File: config.mk
export PLATFORM = sky130hd
export DESIGN_NAME = pdsn_regs
export DESIGN_NICKNAME = d
export VERILOG_FILES = /design/src/rtl/pdsn_pps_timer.v /design/src/rtl/pdsn_regs.v
export VERILOG_INCLUDE_DIRS = /design/src /design/src/rtl
export SDC_FILE = /design/constraint.sdc
export NUM_CORES = 2
export LEC_CHECK = 0
export BUFFER_PORTS_ARGS = -buffer_cell sky130_fd_sc_hd__buf_2
export CAP_MARGIN = 20
export CORE_ASPECT_RATIO = 1.2
export CORE_UTILIZATION = 55
export CTS_CLUSTER_SIZE = 12
export DETAILED_ROUTE_END_ITERATION = 7
export PLACE_DENSITY_LB_ADDON = 0.3
export SYNTH_ARGS = -nofsm -noshare
export SYNTH_HDL_FRONTEND = slang
export SYNTH_SLANG_ARGS = --single-unit
File: constraint.sdc
create_clock -name clk_sys_i -period 6.91 [get_ports clk_sys_i]
set_input_delay 1.382 -clock clk_sys_i [delete_from_list [all_inputs] [get_ports clk_sys_i]]
set_output_delay 1.382 -clock clk_sys_i [all_outputs]
set_load 0.005 [all_outputs]
File: src/rtl/pdsn_consts.vh
`ifndef PDSN_CONSTS_VH
`define PDSN_CONSTS_VH

// Register indices on the host register port.
`define PDSN_ADDR_SRC_CAPS 8'h32
`define PDSN_ADDR_SINK_CAPS 8'h33
`define PDSN_ADDR_ACT_OBJ 8'h34
`define PDSN_ADDR_ACT_REQ 8'h35
`define PDSN_ADDR_NEG_CFG 8'h37

// Register widths in bits.
`define PDSN_SRC_W 504
`define PDSN_SINK_W 424
`define PDSN_CFG_W 192
`define PDSN_OBJ_W 48
`define PDSN_REQ_W 96
`define PDSN_WIDE_W 512

// Field mask helper over the widest register.
`define PDSN_FMASK(hi, lo) ((512'h1 << ((hi) + 1)) - (512'h1 << (lo)))

// Capability list fields.
`define PDSN_CNT_STD_LO 0
`define PDSN_CNT_EXT_LO 3
`define PDSN_CNT_STD_MAX 3'h7
`define PDSN_CNT_EXT_MAX 3'h6
`define PDSN_SRC_PATH_LO 8
`define PDSN_PATH_INT5V 2'h0
`define PDSN_PATH_EXT 2'h2
`define PDSN_SRC_MASK (`PDSN_FMASK(439, 24) | `PDSN_FMASK(9, 8) | `PDSN_FMASK(5, 0))
`define PDSN_SINK_MASK (`PDSN_FMASK(423, 8) | `PDSN_FMASK(5, 0))
`define PDSN_SRC_RESET ((512'h2C << 56) | (512'h2601912C << 24) | 512'h1)
`define PDSN_SINK_RESET ((512'h0002D12C << 40) | (512'h3601912C << 8) | 512'h4)

// Negotiation configuration fields.
`define PDSN_AVS_V_LO 169
`define PDSN_AVS_I_LO 160
`define PDSN_AVS_EN 128
`define PDSN_PPS_V_LO 105
`define PDSN_PPS_I_LO 96
`define PDSN_PPS_NONAPDO_OFF 69
`define PDSN_PPS_FULL_RANGE 68
`define PDSN_PPS_CV_MODE 67
`define PDSN_PPS_IVL_LO 65
`define PDSN_PPS_EN 64
`define PDSN_MISM_PWR_LO 52
`define PDSN_MIN_V_LO 42
`define PDSN_MAX_V_LO 32
`define PDSN_MIN_PWR_LO 22
`define PDSN_MAX_I_LO 12
`define PDSN_AUTO_MAX_V 5
`define PDSN_AUTO_MIN_V 4
`define PDSN_MISM_DIS 3
`define PDSN_NO_USB_SUSP 1
`define PDSN_PRIO_LOW_V 0
`define PDSN_CFG_MASK (`PDSN_FMASK(180, 169) | `PDSN_FMASK(166, 160) | `PDSN_FMASK(128, 128) | \
  `PDSN_FMASK(115, 105) | `PDSN_FMASK(102, 96) | `PDSN_FMASK(69, 64) | `PDSN_FMASK(61, 12) | `PDSN_FMASK(6, 0))
`define PDSN_CFG_RESET ((512'h64 << 42) | (512'h190 << 32) | (512'h104 << 22) | (512'h145 << 12) | 512'h3E)

// Power conversion: 250 mW steps against 50 mV x 10 mA = 0.5 mW products.
`define PDSN_PWR_SCALE 19'h001F4

// Periodic programmable-supply request timing: one second at 100 MHz.
`define PDSN_PPS_BASE_CYCLES 30'h05F5E100

`endif

File: src/rtl/pdsn_pps_timer.v
`timescale 1ns/100ps
`include "pdsn_consts.vh"

module pdsn_pps_timer #(
  parameter [29:0] BASE_CYCLES = `PDSN_PPS_BASE_CYCLES
) (
  input wire clk_sys_i,
  input wire rst_n_i,
  input wire ce_i,
  input wire run_i,
  input wire restart_i,
  input wire [1:0] interval_i,
  output reg expire_o
);

  reg [29:0] tick_cnt;
  reg [3:0] sec_cnt;
  reg [3:0] sec_goal;

  // Code 0 waits 8 base periods, each step up halves it.
  always @* begin
    case (interval_i)
      2'h0: sec_goal = 4'h8;
      2'h1: sec_goal = 4'h4;
      2'h2: sec_goal = 4'h2;
      default: sec_goal = 4'h1;
    endcase
  end

  always @(posedge clk_sys_i or negedge rst_n_i) begin
    if (!rst_n_i) begin
      tick_cnt <= 30'h00000000;
      sec_cnt <= 4'h0;
      expire_o <= 1'b0;
    end else if (ce_i) begin
      expire_o <= 1'b0;
      if (!run_i || restart_i) begin
        tick_cnt <= 30'h00000000;
        sec_cnt <= 4'h0;
      end else if (tick_cnt == BASE_CYCLES - 30'h00000001) begin
        tick_cnt <= 30'h00000000;
        if (sec_cnt + 4'h1 >= sec_goal) begin
          sec_cnt <= 4'h0;
          expire_o <= 1'b1;
        end else begin
          sec_cnt <= sec_cnt + 4'h1;
        end
      end else begin
        tick_cnt <= tick_cnt + 30'h00000001;
      end
    end
  end

endmodule

File: src/rtl/pdsn_regs.v
// Functional notes
// - Cap counts: standard max 7, extended max 6
// - First source object path: 0 internal, 2 external
// - Answer sink cap query with sink list
// - Sink list sampled only when transmitting
// - Contract object holds accepted object, else zero
// - Control field mirrors first object bits 29:20
// - Request register holds contract request fields
// - AVS enable seeks adjustable-voltage contract (only while PPS enable is clear; with pps_en set AVS objects are skipped)
// - PPS voltage copied unchanged into request
// - PPS current copied unchanged into request
// - Non-programmable choice disables sink path in the same cycle as its request
// - Full-range bit rejects narrow programmable sources
// - Mode bit picks disconnect threshold level
// - PPS requests resent at coded interval
// - PPS enable prefers programmable supply contracts
// - Low offered power sets mismatch flag
// - Host minimum voltage bounds selection when manual
// - Host maximum voltage bounds selection when manual
// - Seek at least the minimum sink power
// - Never request above maximum current field (fixed requests only; PPS and AVS currents are copied unclamped)
// - Mismatch disable bit suppresses mismatch flag
// - Auto bit selects zero minimum voltage
`timescale 1ns/100ps
`include "pdsn_consts.vh"

module pdsn_regs #(
  parameter [29:0] PPS_BASE_CYCLES = `PDSN_PPS_BASE_CYCLES
) (
  input wire clk_sys_i,
  input wire rst_n_i,
  input wire ce_i,
  input wire [7:0] host_addr_i,
  input wire [5:0] host_byte_i,
  input wire host_wr_i,
  input wire [7:0] host_wdata_i,
  input wire host_rd_i,
  output reg [7:0] host_rdata_o,
  output reg host_rvalid_o,
  input wire get_sink_cap_i,
  input wire sink_cap_override_i,
  output reg sink_caps_tx_valid_o,
  output reg [423:0] sink_caps_tx_o,
  input wire src_pdo_valid_i,
  input wire [31:0] src_pdo_i,
  input wire src_pdo_last_i,
  output reg request_valid_o,
  output reg [31:0] request_rdo_o,
  input wire contract_accept_i,
  input wire contract_clear_i,
  output reg sink_path_disable_o,
  output wire internal_5v_power_path_o,
  output wire external_power_path_o,
  output wire cv_mode_o,
  output wire disconnect_thresh_low_o
);

  localparam [2:0] S_IDLE = 3'b001;
  localparam [2:0] S_EVAL = 3'b010;
  localparam [2:0] S_SEND = 3'b100;

  reg [`PDSN_SRC_W-1:0] outgoing_source_caps;
  reg [`PDSN_SINK_W-1:0] outgoing_sink_caps;
  reg [`PDSN_CFG_W-1:0] sink_negotiation_config;
  reg [31:0] act_pdo;
  reg [9:0] act_ctrl;
  reg [31:0] act_rdo;
  reg [2:0] state;
  reg [3:0] obj_pos;
  reg [9:0] first_ctrl;
  reg [31:0] first_pdo;
  reg fix_found;
  reg [3:0] fix_pos;
  reg [19:0] fix_pwr;
  reg [9:0] fix_v;
  reg [9:0] fix_i;
  reg prog_found;
  reg prog_is_avs;
  reg [3:0] prog_pos;
  reg [31:0] fix_pdo;
  reg [31:0] prog_pdo;
  reg [31:0] pend_pdo;
  reg [31:0] pend_rdo;
  reg pend_is_prog;
  reg [`PDSN_WIDE_W-1:0] next_src;
  reg [`PDSN_WIDE_W-1:0] next_sink;
  reg [`PDSN_WIDE_W-1:0] next_cfg;
  reg [`PDSN_WIDE_W-1:0] rd_vec;
  wire pps_expire;

  wire [`PDSN_WIDE_W-1:0] src_mask = `PDSN_SRC_MASK;
  wire [`PDSN_WIDE_W-1:0] sink_mask = `PDSN_SINK_MASK;
  wire [`PDSN_WIDE_W-1:0] cfg_mask = `PDSN_CFG_MASK;
  // Reset images are constants so the asynchronous reset branch loads no logic.
  localparam [`PDSN_WIDE_W-1:0] src_rst = `PDSN_SRC_RESET;
  localparam [`PDSN_WIDE_W-1:0] sink_rst = `PDSN_SINK_RESET;
  localparam [`PDSN_WIDE_W-1:0] cfg_rst = `PDSN_CFG_RESET;

  function [2:0] pdsn_sat;
    input [2:0] val;
    input [2:0] lim;
    begin
      pdsn_sat = (val > lim) ? lim : val;
    end
  endfunction

  // Configuration fields.
  wire [11:0] avs_v = sink_negotiation_config[`PDSN_AVS_V_LO +: 12];
  wire [6:0] avs_i = sink_negotiation_config[`PDSN_AVS_I_LO +: 7];
  wire avs_en = sink_negotiation_config[`PDSN_AVS_EN];
  wire [10:0] pps_v = sink_negotiation_config[`PDSN_PPS_V_LO +: 11];
  wire [6:0] pps_i = sink_negotiation_config[`PDSN_PPS_I_LO +: 7];
  wire pps_off_nonapdo = sink_negotiation_config[`PDSN_PPS_NONAPDO_OFF];
  wire pps_full = sink_negotiation_config[`PDSN_PPS_FULL_RANGE];
  wire [1:0] pps_ivl = sink_negotiation_config[`PDSN_PPS_IVL_LO +: 2];
  wire pps_en = sink_negotiation_config[`PDSN_PPS_EN];
  wire [9:0] mism_pwr = sink_negotiation_config[`PDSN_MISM_PWR_LO +: 10];
  wire [9:0] cfg_min_v = sink_negotiation_config[`PDSN_MIN_V_LO +: 10];
  wire [9:0] cfg_max_v = sink_negotiation_config[`PDSN_MAX_V_LO +: 10];
  wire [9:0] min_pwr = sink_negotiation_config[`PDSN_MIN_PWR_LO +: 10];
  wire [9:0] max_i = sink_negotiation_config[`PDSN_MAX_I_LO +: 10];
  wire auto_max_v = sink_negotiation_config[`PDSN_AUTO_MAX_V];
  wire auto_min_voltage_sel = sink_negotiation_config[`PDSN_AUTO_MIN_V];
  wire mismatch_report_disable = sink_negotiation_config[`PDSN_MISM_DIS];
  wire no_usb_susp = sink_negotiation_config[`PDSN_NO_USB_SUSP];
  wire prio_low_v = sink_negotiation_config[`PDSN_PRIO_LOW_V];

  // Automatic limits accept the whole range for fixed objects; the full-range PPS check uses cfg_min_v and cfg_max_v regardless.
  wire [9:0] negotiation_min_voltage = auto_min_voltage_sel ? 10'h000 : cfg_min_v;
  wire [9:0] win_max_v = auto_max_v ? 10'h3FF : cfg_max_v;

  wire [1:0] path_sel = outgoing_source_caps[`PDSN_SRC_PATH_LO +: 2];
  assign internal_5v_power_path_o = (path_sel == `PDSN_PATH_INT5V);
  assign external_power_path_o = (path_sel == `PDSN_PATH_EXT);
  assign cv_mode_o = sink_negotiation_config[`PDSN_PPS_CV_MODE];
  assign disconnect_thresh_low_o = ~sink_negotiation_config[`PDSN_PPS_CV_MODE];

  // Per-object evaluation of the streamed partner source list.
  wire [1:0] pdo_type = src_pdo_i[31:30];
  wire [1:0] apdo_sub = src_pdo_i[29:28];
  wire [9:0] fx_v = src_pdo_i[19:10];
  wire [9:0] fx_i = src_pdo_i[9:0];
  wire [19:0] fx_pwr = fx_v * fx_i;
  wire [8:0] ap_max_v2 = {src_pdo_i[24:17], 1'b0};
  wire [8:0] ap_min_v2 = {src_pdo_i[15:8], 1'b0};
  wire [10:0] ap_max_v5 = src_pdo_i[24:17] * 3'h5;
  wire [10:0] ap_min_v5 = src_pdo_i[15:8] * 3'h5;
  wire [9:0] ap_i5 = src_pdo_i[6:0] * 3'h5;
  wire fx_ok = (pdo_type == 2'h0) && (fx_v >= negotiation_min_voltage) && (fx_v <= win_max_v);
  wire fx_better = !fix_found || (fx_pwr > fix_pwr) ||
    ((fx_pwr == fix_pwr) && (prio_low_v ? (fx_v < fix_v) : (fx_v > fix_v)));
  wire pps_range_ok = pps_full ?
    (({1'b0, ap_min_v2} <= cfg_min_v) && ({1'b0, ap_max_v2} >= cfg_max_v) && (ap_i5 >= max_i)) :
    ((pps_v >= ap_min_v5) && (pps_v <= ap_max_v5));
  wire pps_ok = pps_en && (pdo_type == 2'h3) && (apdo_sub == 2'h0) && pps_range_ok;
  wire avs_ok = avs_en && !pps_en && (pdo_type == 2'h3) && (apdo_sub == 2'h1);

  // Request construction for the best fixed object and the chosen programmable object.
  wire [9:0] req_i = (fix_i > max_i) ? max_i : fix_i;
  wire [18:0] thr_mism = mism_pwr * `PDSN_PWR_SCALE;
  wire [18:0] thr_min = min_pwr * `PDSN_PWR_SCALE;
  wire low_pwr = !fix_found || (fix_pwr < {1'b0, thr_mism}) || (fix_pwr < {1'b0, thr_min});
  wire fix_mism = low_pwr && !mismatch_report_disable;
  wire [3:0] sel_pos = fix_found ? fix_pos : 4'h1;
  wire [31:0] fix_rdo = {sel_pos, 1'b0, fix_mism, 1'b0, no_usb_susp, 1'b0, 3'h0, req_i, req_i};
  wire [31:0] pps_rdo = {prog_pos, 2'h0, 1'b0, no_usb_susp, 1'b0, 3'h0, pps_v, 2'h0, pps_i};
  wire [31:0] avs_rdo = {prog_pos, 2'h0, 1'b0, no_usb_susp, 1'b0, 2'h0, avs_v, 2'h0, avs_i};

  // Host writes: merge one byte, drop reserved bits, saturate the object counts.
  always @* begin
    next_src = {8'h00, outgoing_source_caps};
    next_sink = {88'h0, outgoing_sink_caps};
    next_cfg = {320'h0, sink_negotiation_config};
    next_src[host_byte_i * 8 +: 8] = host_wdata_i;
    next_sink[host_byte_i * 8 +: 8] = host_wdata_i;
    next_cfg[host_byte_i * 8 +: 8] = host_wdata_i;
    next_src = next_src & src_mask;
    next_sink = next_sink & sink_mask;
    next_cfg = next_cfg & cfg_mask;
    next_src[2:0] = pdsn_sat(next_src[2:0], `PDSN_CNT_STD_MAX);
    next_src[5:3] = pdsn_sat(next_src[5:3], `PDSN_CNT_EXT_MAX);
    next_sink[2:0] = pdsn_sat(next_sink[2:0], `PDSN_CNT_STD_MAX);
    next_sink[5:3] = pdsn_sat(next_sink[5:3], `PDSN_CNT_EXT_MAX);
  end

  always @* begin
    case (host_addr_i)
      `PDSN_ADDR_SRC_CAPS: rd_vec = {8'h00, outgoing_source_caps};
      `PDSN_ADDR_SINK_CAPS: rd_vec = {88'h0, outgoing_sink_caps};
      `PDSN_ADDR_ACT_OBJ: rd_vec = {464'h0, 6'h00, act_ctrl, act_pdo};
      `PDSN_ADDR_ACT_REQ: rd_vec = {416'h0, 64'h0, act_rdo};
      `PDSN_ADDR_NEG_CFG: rd_vec = {320'h0, sink_negotiation_config};
      default: rd_vec = {`PDSN_WIDE_W{1'b0}};
    endcase
  end

  always @(posedge clk_sys_i or negedge rst_n_i) begin
    if (!rst_n_i) begin
      outgoing_source_caps <= src_rst[`PDSN_SRC_W-1:0];
      outgoing_sink_caps <= sink_rst[`PDSN_SINK_W-1:0];
      sink_negotiation_config <= cfg_rst[`PDSN_CFG_W-1:0];
      host_rdata_o <= 8'h00;
      host_rvalid_o <= 1'b0;
    end else if (ce_i) begin
      host_rvalid_o <= host_rd_i;
      if (host_rd_i) begin
        host_rdata_o <= rd_vec[host_byte_i * 8 +: 8];
      end
      if (host_wr_i) begin
        case (host_addr_i)
          `PDSN_ADDR_SRC_CAPS: outgoing_source_caps <= next_src[`PDSN_SRC_W-1:0];
          `PDSN_ADDR_SINK_CAPS: outgoing_sink_caps <= next_sink[`PDSN_SINK_W-1:0];
          `PDSN_ADDR_NEG_CFG: sink_negotiation_config <= next_cfg[`PDSN_CFG_W-1:0];
          default: outgoing_source_caps <= outgoing_source_caps;
        endcase
      end
    end
  end

  // The sink list is copied only at the moment of a query, so a host write in flight never tears a message.
  always @(posedge clk_sys_i or negedge rst_n_i) begin
    if (!rst_n_i) begin
      sink_caps_tx_valid_o <= 1'b0;
      sink_caps_tx_o <= 424'h0;
    end else if (ce_i) begin
      sink_caps_tx_valid_o <= get_sink_cap_i && !sink_cap_override_i;
      if (get_sink_cap_i && !sink_cap_override_i) begin
        sink_caps_tx_o <= outgoing_sink_caps;
      end
    end
  end

  // Selection engine over the partner source list.
  always @(posedge clk_sys_i or negedge rst_n_i) begin
    if (!rst_n_i) begin
      state <= S_IDLE;
      obj_pos <= 4'h0;
      first_ctrl <= 10'h000;
      first_pdo <= 32'h00000000;
      fix_found <= 1'b0;
      fix_pos <= 4'h0;
      fix_pwr <= 20'h00000;
      fix_v <= 10'h000;
      fix_i <= 10'h000;
      fix_pdo <= 32'h00000000;
      prog_found <= 1'b0;
      prog_is_avs <= 1'b0;
      prog_pos <= 4'h0;
      prog_pdo <= 32'h00000000;
      pend_pdo <= 32'h00000000;
      pend_rdo <= 32'h00000000;
      pend_is_prog <= 1'b0;
      request_valid_o <= 1'b0;
      request_rdo_o <= 32'h00000000;
      sink_path_disable_o <= 1'b0;
    end else if (ce_i) begin
      request_valid_o <= 1'b0;
      case (state)
        S_IDLE: begin
          fix_found <= 1'b0;
          prog_found <= 1'b0;
          obj_pos <= 4'h1;
          if (src_pdo_valid_i) begin
            state <= S_EVAL;
            obj_pos <= 4'h2;
            first_ctrl <= src_pdo_i[29:20];
            first_pdo <= src_pdo_i;
            if (fx_ok) begin
              fix_found <= 1'b1;
              fix_pos <= 4'h1;
              fix_pwr <= fx_pwr;
              fix_v <= fx_v;
              fix_i <= fx_i;
              fix_pdo <= src_pdo_i;
            end
            if (src_pdo_last_i) begin
              state <= S_SEND;
            end
          end else if (pps_expire && pend_is_prog) begin
            request_valid_o <= 1'b1;
            request_rdo_o <= prog_is_avs ? avs_rdo : pps_rdo;
          end
        end
        S_EVAL: begin
          if (src_pdo_valid_i) begin
            obj_pos <= obj_pos + 4'h1;
            if (fx_ok && fx_better) begin
              fix_found <= 1'b1;
              fix_pos <= obj_pos;
              fix_pwr <= fx_pwr;
              fix_v <= fx_v;
              fix_i <= fx_i;
              fix_pdo <= src_pdo_i;
            end
            if ((pps_ok || avs_ok) && !prog_found) begin
              prog_found <= 1'b1;
              prog_is_avs <= avs_ok;
              prog_pos <= obj_pos;
              prog_pdo <= src_pdo_i;
            end
            if (src_pdo_last_i) begin
              state <= S_SEND;
            end
          end
        end
        S_SEND: begin
          state <= S_IDLE;
          request_valid_o <= 1'b1;
          pend_is_prog <= prog_found;
          if (prog_found) begin
            request_rdo_o <= prog_is_avs ? avs_rdo : pps_rdo;
            pend_rdo <= prog_is_avs ? avs_rdo : pps_rdo;
            pend_pdo <= prog_pdo;
            sink_path_disable_o <= 1'b0;
          end else begin
            request_rdo_o <= fix_rdo;
            pend_rdo <= fix_rdo;
            pend_pdo <= fix_found ? fix_pdo : first_pdo;
            // The path is opened again by a later programmable request, or by a fixed one with pps_en or pps_off_nonapdo clear.
            sink_path_disable_o <= pps_en && pps_off_nonapdo;
          end
        end
        default: state <= S_IDLE;
      endcase
    end
  end

  // Active contract record; zero whenever no explicit contract stands.
  always @(posedge clk_sys_i or negedge rst_n_i) begin
    if (!rst_n_i) begin
      act_pdo <= 32'h00000000;
      act_ctrl <= 10'h000;
      act_rdo <= 32'h00000000;
    end else if (ce_i) begin
      if (contract_clear_i) begin
        act_pdo <= 32'h00000000;
        act_ctrl <= 10'h000;
        act_rdo <= 32'h00000000;
      end else if (contract_accept_i) begin
        act_pdo <= pend_pdo;
        act_ctrl <= first_ctrl;
        act_rdo <= pend_rdo;
      end
    end
  end

  pdsn_pps_timer #(
    .BASE_CYCLES(PPS_BASE_CYCLES)
  ) u_pps_timer (
    .clk_sys_i(clk_sys_i),
    .rst_n_i(rst_n_i),
    .ce_i(ce_i),
    .run_i(pps_en && pend_is_prog && (act_rdo != 32'h00000000)),
    .restart_i(request_valid_o),
    .interval_i(pps_ivl),
    .expire_o(pps_expire)
  );

endmodule

==> impl_summary.md <==
Timing
In the finished design, the share of the clock period the worst path needs comes to 115%. Clock skew on the completed layout was measured at 0.0440 ns. Timing would allow up to 0.126 GHz. The final hold violation count came to 0. The transition time of the tightest slew-check pin is 1.39 ns. The minimum clock period is 7.93 ns.

After layout, the worst setup slack is -1.02 ns. The max-slew violation count is 0. The number of setup violations in the final report is 57. Headroom to the max-slew limit came out at 7.21%. The final total negative setup slack is -48.28 ns. Setup repair after global routing could not meet its margin everywhere.

Worst setup path
For this run, the slowest stage of the critical path takes 0.55 ns. For the worst setup path, the data required time is 7.64 ns. STA classifies the critical path endpoint as a flop. In this run the register-to-register setup slack is 0.92 ns. The worst setup path category is in2reg. Along the worst path, the maximum fanout reaches 4.

For this design, the slowest cell found on the critical path is sky130_fd_sc_hd__fa_1. At the worst endpoint, the arrival time is 8.66 ns. The cell occurring most often along the worst timing path is sky130_fd_sc_hd__fa_1. The startpoint kind of the worst setup timing path is an input pin.

Detailed routing
The average routed wire per standard cell is 30.1 um. The total number of vias is 71,300. The pre-antenna-repair detailed-routing pass consisted of 8 iterations.

The detail route stage leaves a number of antenna-violating nets equal to 0. The average vias per placed instance is 6.47. The final routed DRC violation total is 10. The number of design-rule violations left by the first detailed-router iteration is 8,757. Wires add up to 332,000 um.

Clocking
The worst-skew pair later-pin latency is 0.88 ns. Clock-pin slew was measured on the worst setup and hold paths at 0.07 ns. The buffer levels on the longest clock path is 3.

The H-tree was split into 4 levels. The number of sinks handled by clock tree synthesis is 1,706. The root buffer cell chosen for the clock tree is sky130_fd_sc_hd__clkbuf_16. The number of clock buffers inserted by TritonCTS is 172. The CTS tree is done.

Synthesis
The average instance in the mapped netlist occupies 10.3 um^2. The flop and latch count out of synthesis is 1,706. The gate count after technology mapping is 8,326.

During synthesis, Yosys emitted a total of 0 warnings. The post-synthesis async set-or-reset flop share is 100%. The number of enable-type register cells in the synthesized netlist is 0.

The area share of the largest cell type after synthesis is 48.3%. The sequential area share after synthesis is 49.9%. The synthesized design spends more area on one cell type than any other, namely sky130_fd_sc_hd__dfrtp_1. The most used flip-flop cell after synthesis is sky130_fd_sc_hd__dfrtp_1. The mapped cell area is 85,700 um^2. The number of different library cells in the post-synthesis netlist is 97. After synthesis, the cell types taking the most area are sky130_fd_sc_hd__dfrtp_1 (48%), sky130_fd_sc_hd__mux2_2 (7.6%), sky130_fd_sc_hd__nand2_1 (7.0%), sky130_fd_sc_hd__o21ai_0 (6.4%), sky130_fd_sc_hd__ha_1 (4.6%).

Global routing
Across every metal layer, demand over resource in global routing totals 41.9%. The via count of the first global-routing pass is 69,900. The global-route wire length before repair is 477,000 um. The number of antenna violations at the first check in global routing is 38. After global routing the overflow that remains totals 0.

The pin count of the biggest net entering global routing is 175.

Die
After floorplanning, the core was divided into 158 placement rows. The region available for standard cell placement spans 155,000 um^2. The vertical die dimension is 434 um. The total I/O pin count is 537.

The horizontal die dimension is 362 um. The floorplan step defined a die boundary enclosing 157,000 um^2. The starting density of the core is 55.4%.

Pwr
The total power density per cell area is 262 nW/um^2. The final total power is 0.0255 W. VDD sags by at most 0.246 mV. The leakage power summed over all cells is 46.0 nW.

Flow run
The number of max-cap violations is 0.

Cells and area
The share of final-layout standard cells stronger than drive strength 1 is 21.4%. Relative to the synthesized area, the layout overhead comes to 13.7%. The number of fillers in the final layout is 12,600. Summing all multi-input logic gate instances after layout gives 40,200 um^2.

The sequential cell area is 42,800 um^2. The total non-filler cell area in the finished layout is 97,400 um^2. For this run, the post-layout net count is 9,327.

Place
The global placement routability congestion is 1.03. The cell area after placement is 91,400 um^2. The setup slack after placement is -2.01 ns. The post-DP HPWL is 240,000 um. The count of buffers from port buffering is 529.

Status
The flow ran to the end, but the final reports show violations. The final reports fail on DRC, setup timing.

Min path
The path class of the tightest hold or removal check is in2async.
==> layout by cell type, fill, tap and decap left out, types with 66 or more instances in the layout <==
cell and instances:
sky130_fd_sc_hd__ha_1 315, sky130_fd_sc_hd__buf_4 278, sky130_fd_sc_hd__nand2b_1 101, sky130_fd_sc_hd__and2_1 66
sky130_fd_sc_hd__dfrtp_1 1652, sky130_fd_sc_hd__inv_1 238, sky130_fd_sc_hd__o31ai_1 126, sky130_fd_sc_hd__mux2_2 579
sky130_fd_sc_hd__nor2_1 288, sky130_fd_sc_hd__nand3_1 204, sky130_fd_sc_hd__mux2i_1 174, sky130_fd_sc_hd__clkbuf_16 173
sky130_fd_sc_hd__buf_2 511, sky130_fd_sc_hd__o21ai_0 1091, sky130_fd_sc_hd__fa_1 123, sky130_fd_sc_hd__nand2_1 1588
sky130_fd_sc_hd__a21oi_1 250
==> path summary, 6_finish.rpt <==
check | from | endpoint | cells past startpoint
max | src_pdo_i[15] | fix_pwr[19]$_DFFE_PN0P_ | 31
min | rst_n_i | sink_caps_tx_o[374]$_DFFE_PN0P_ | 1
max reg2reg | sink_negotiation_config[24]$_DFFE_PN1P_ | request_rdo_o[26]$_DFFE_PN0P_ | 22
min reg2reg | prog_pdo[30]$_DFFE_PN0P_ | prog_pdo[30]$_DFFE_PN0P_ | 1
max in group asynchronous | rst_n_i | sink_caps_tx_o[186]$_DFFE_PN0P_ | 2
min in group clk_sys_i | prog_pdo[30]$_DFFE_PN0P_ | prog_pdo[30]$_DFFE_PN0P_ | 1
==> cells by family (layout without fill, tap and decap cells) <==
family	count (synthesis)	count (layout)	share of synthesized area (%)
and+or+nand+nor	2505	2505	12.6
AOI/OAI and AO/OA	1962	1963	13.6
DFF	1706	1706	49.9
muxes	847	847	11.7
buffers and inverters	769	1360	3.68
adders and majority gates	443	443	7.56
xor gates and xnor gates	93	93	0.950
other	1	29	0.00437
==> metal layers <==
layer | part of all wire, % | track usage [%] | vias up | routed length, um
li1 | - | - | 30200 | -
met1 | 35 | 51.0 | 35300 | 118000
met2 | 44 | 62.4 | 4484 | 145000
met3 | 11 | 11.7 | 1307 | 36200
met4 | 9.9 | 34.4 | 38 | 32800
met5 | 0.11 | 0.460 | - | 370
==> cell type report <==
cell class,instances,share of cell area (%)
Inverter,244,0.940
Multi-Input combinational cell,5858,41.3
Timing Repair Buffer,837,5.61
Tap cell,2080,2.67
Clock inverter,37,0.630
Antenna cell,22,0.0565
Sequential cell,1706,43.9
Clock buffer,242,4.93
==> cells in the mapped netlist (all sizes together) (10+ instances only) <==
| master | number |
|---|---|
| dfrtp | 1654 |
| nand2 | 1603 |
| o21ai | 1116 |
| mux2 | 622 |
| clkbuf | 362 |
| ha | 318 |
| nor2 | 295 |
| a21oi | 254 |
| inv | 244 |
| nand3 | 210 |
| mux2i | 174 |
| buf | 163 |
| o31ai | 127 |
| fa | 125 |
| nand2b | 102 |
| and2 | 70 |
| nor3 | 60 |
| a221oi | 59 |
| dfstp | 52 |
| mux4 | 51 |
| xnor2 | 49 |
| o211ai | 46 |
| a21o | 44 |
| a22oi | 44 |
| xor2 | 44 |
| a211oi | 42 |
| nand4 | 41 |
| a221o | 28 |
| a222oi | 27 |
| nor2b | 26 |
| nor4 | 24 |
| a31oi | 22 |
| and3 | 18 |
| o221ai | 18 |
| o22ai | 16 |
| o21bai | 13 |
| or3 | 13 |
| o21a | 12 |
| a211o | 11 |
| o2111ai | 11 |
| a2111oi | 10 |
| or2 | 10 |
==> timing repair <==
action	in CTS	in global routing
hold endpoints to repair	0	0
pin swaps	5	3
hold buffers	0	0
resized for setup	55	39
gates cloned	6	1
buffers inserted	10	4
endpoints found under the setup margin	57	57
==> per-stage QoR <==
stage / hold WS (ns) / util (%) / std cells
2_1_floorplan: 0.435 / - / 8332
3_3_place_gp: 0.454 / 59.1 / 10700
3_5_place_dp: 0.460 / 59.1 / 10700
4_1_cts: 0.474 / 62.9 / 11000
5_1_grt: 0.489 / 63.0 / 11000
6_report: 0.451 / 63.0 / 11000
==> registers in the layout, summed over array words and instances (netlist names), 23 cells and up, named ones only <==
signal                   count
prog_pdo                    32
pend_pdo                    32
outgoing_sink_caps         421
sink_negotiation_config    101
request_rdo_o               27
first_pdo                   23
u_pps_timer.tick_cnt        30
act_pdo                     32
act_rdo                     27
pend_rdo                    27
outgoing_source_caps       423
sink_caps_tx_o             422
==> worst max-delay path, delay by kind of cell <==
| family | cells | cell delay, ns |
|---|---|---|
| adders and majority gates | 7 | 3.13 |
| and+or+nand+nor | 10 | 2.06 |
| AOI/OAI and AO/OA | 6 | 1.19 |
| muxes | 1 | 0.36 |
| buffers and inverters | 6 | 0.35 |
| xor gates and xnor gates | 1 | 0.17 |
==> power breakdown <==
group          total (W)  internal, W  switching, W
combinational    0.00534      0.00230       0.00303
sequential        0.0110       0.0105      0.000473
clock            0.00925      0.00509       0.00415
total             0.0255       0.0179       0.00766
No activity file was read; power rests on OpenSTA's default activity.
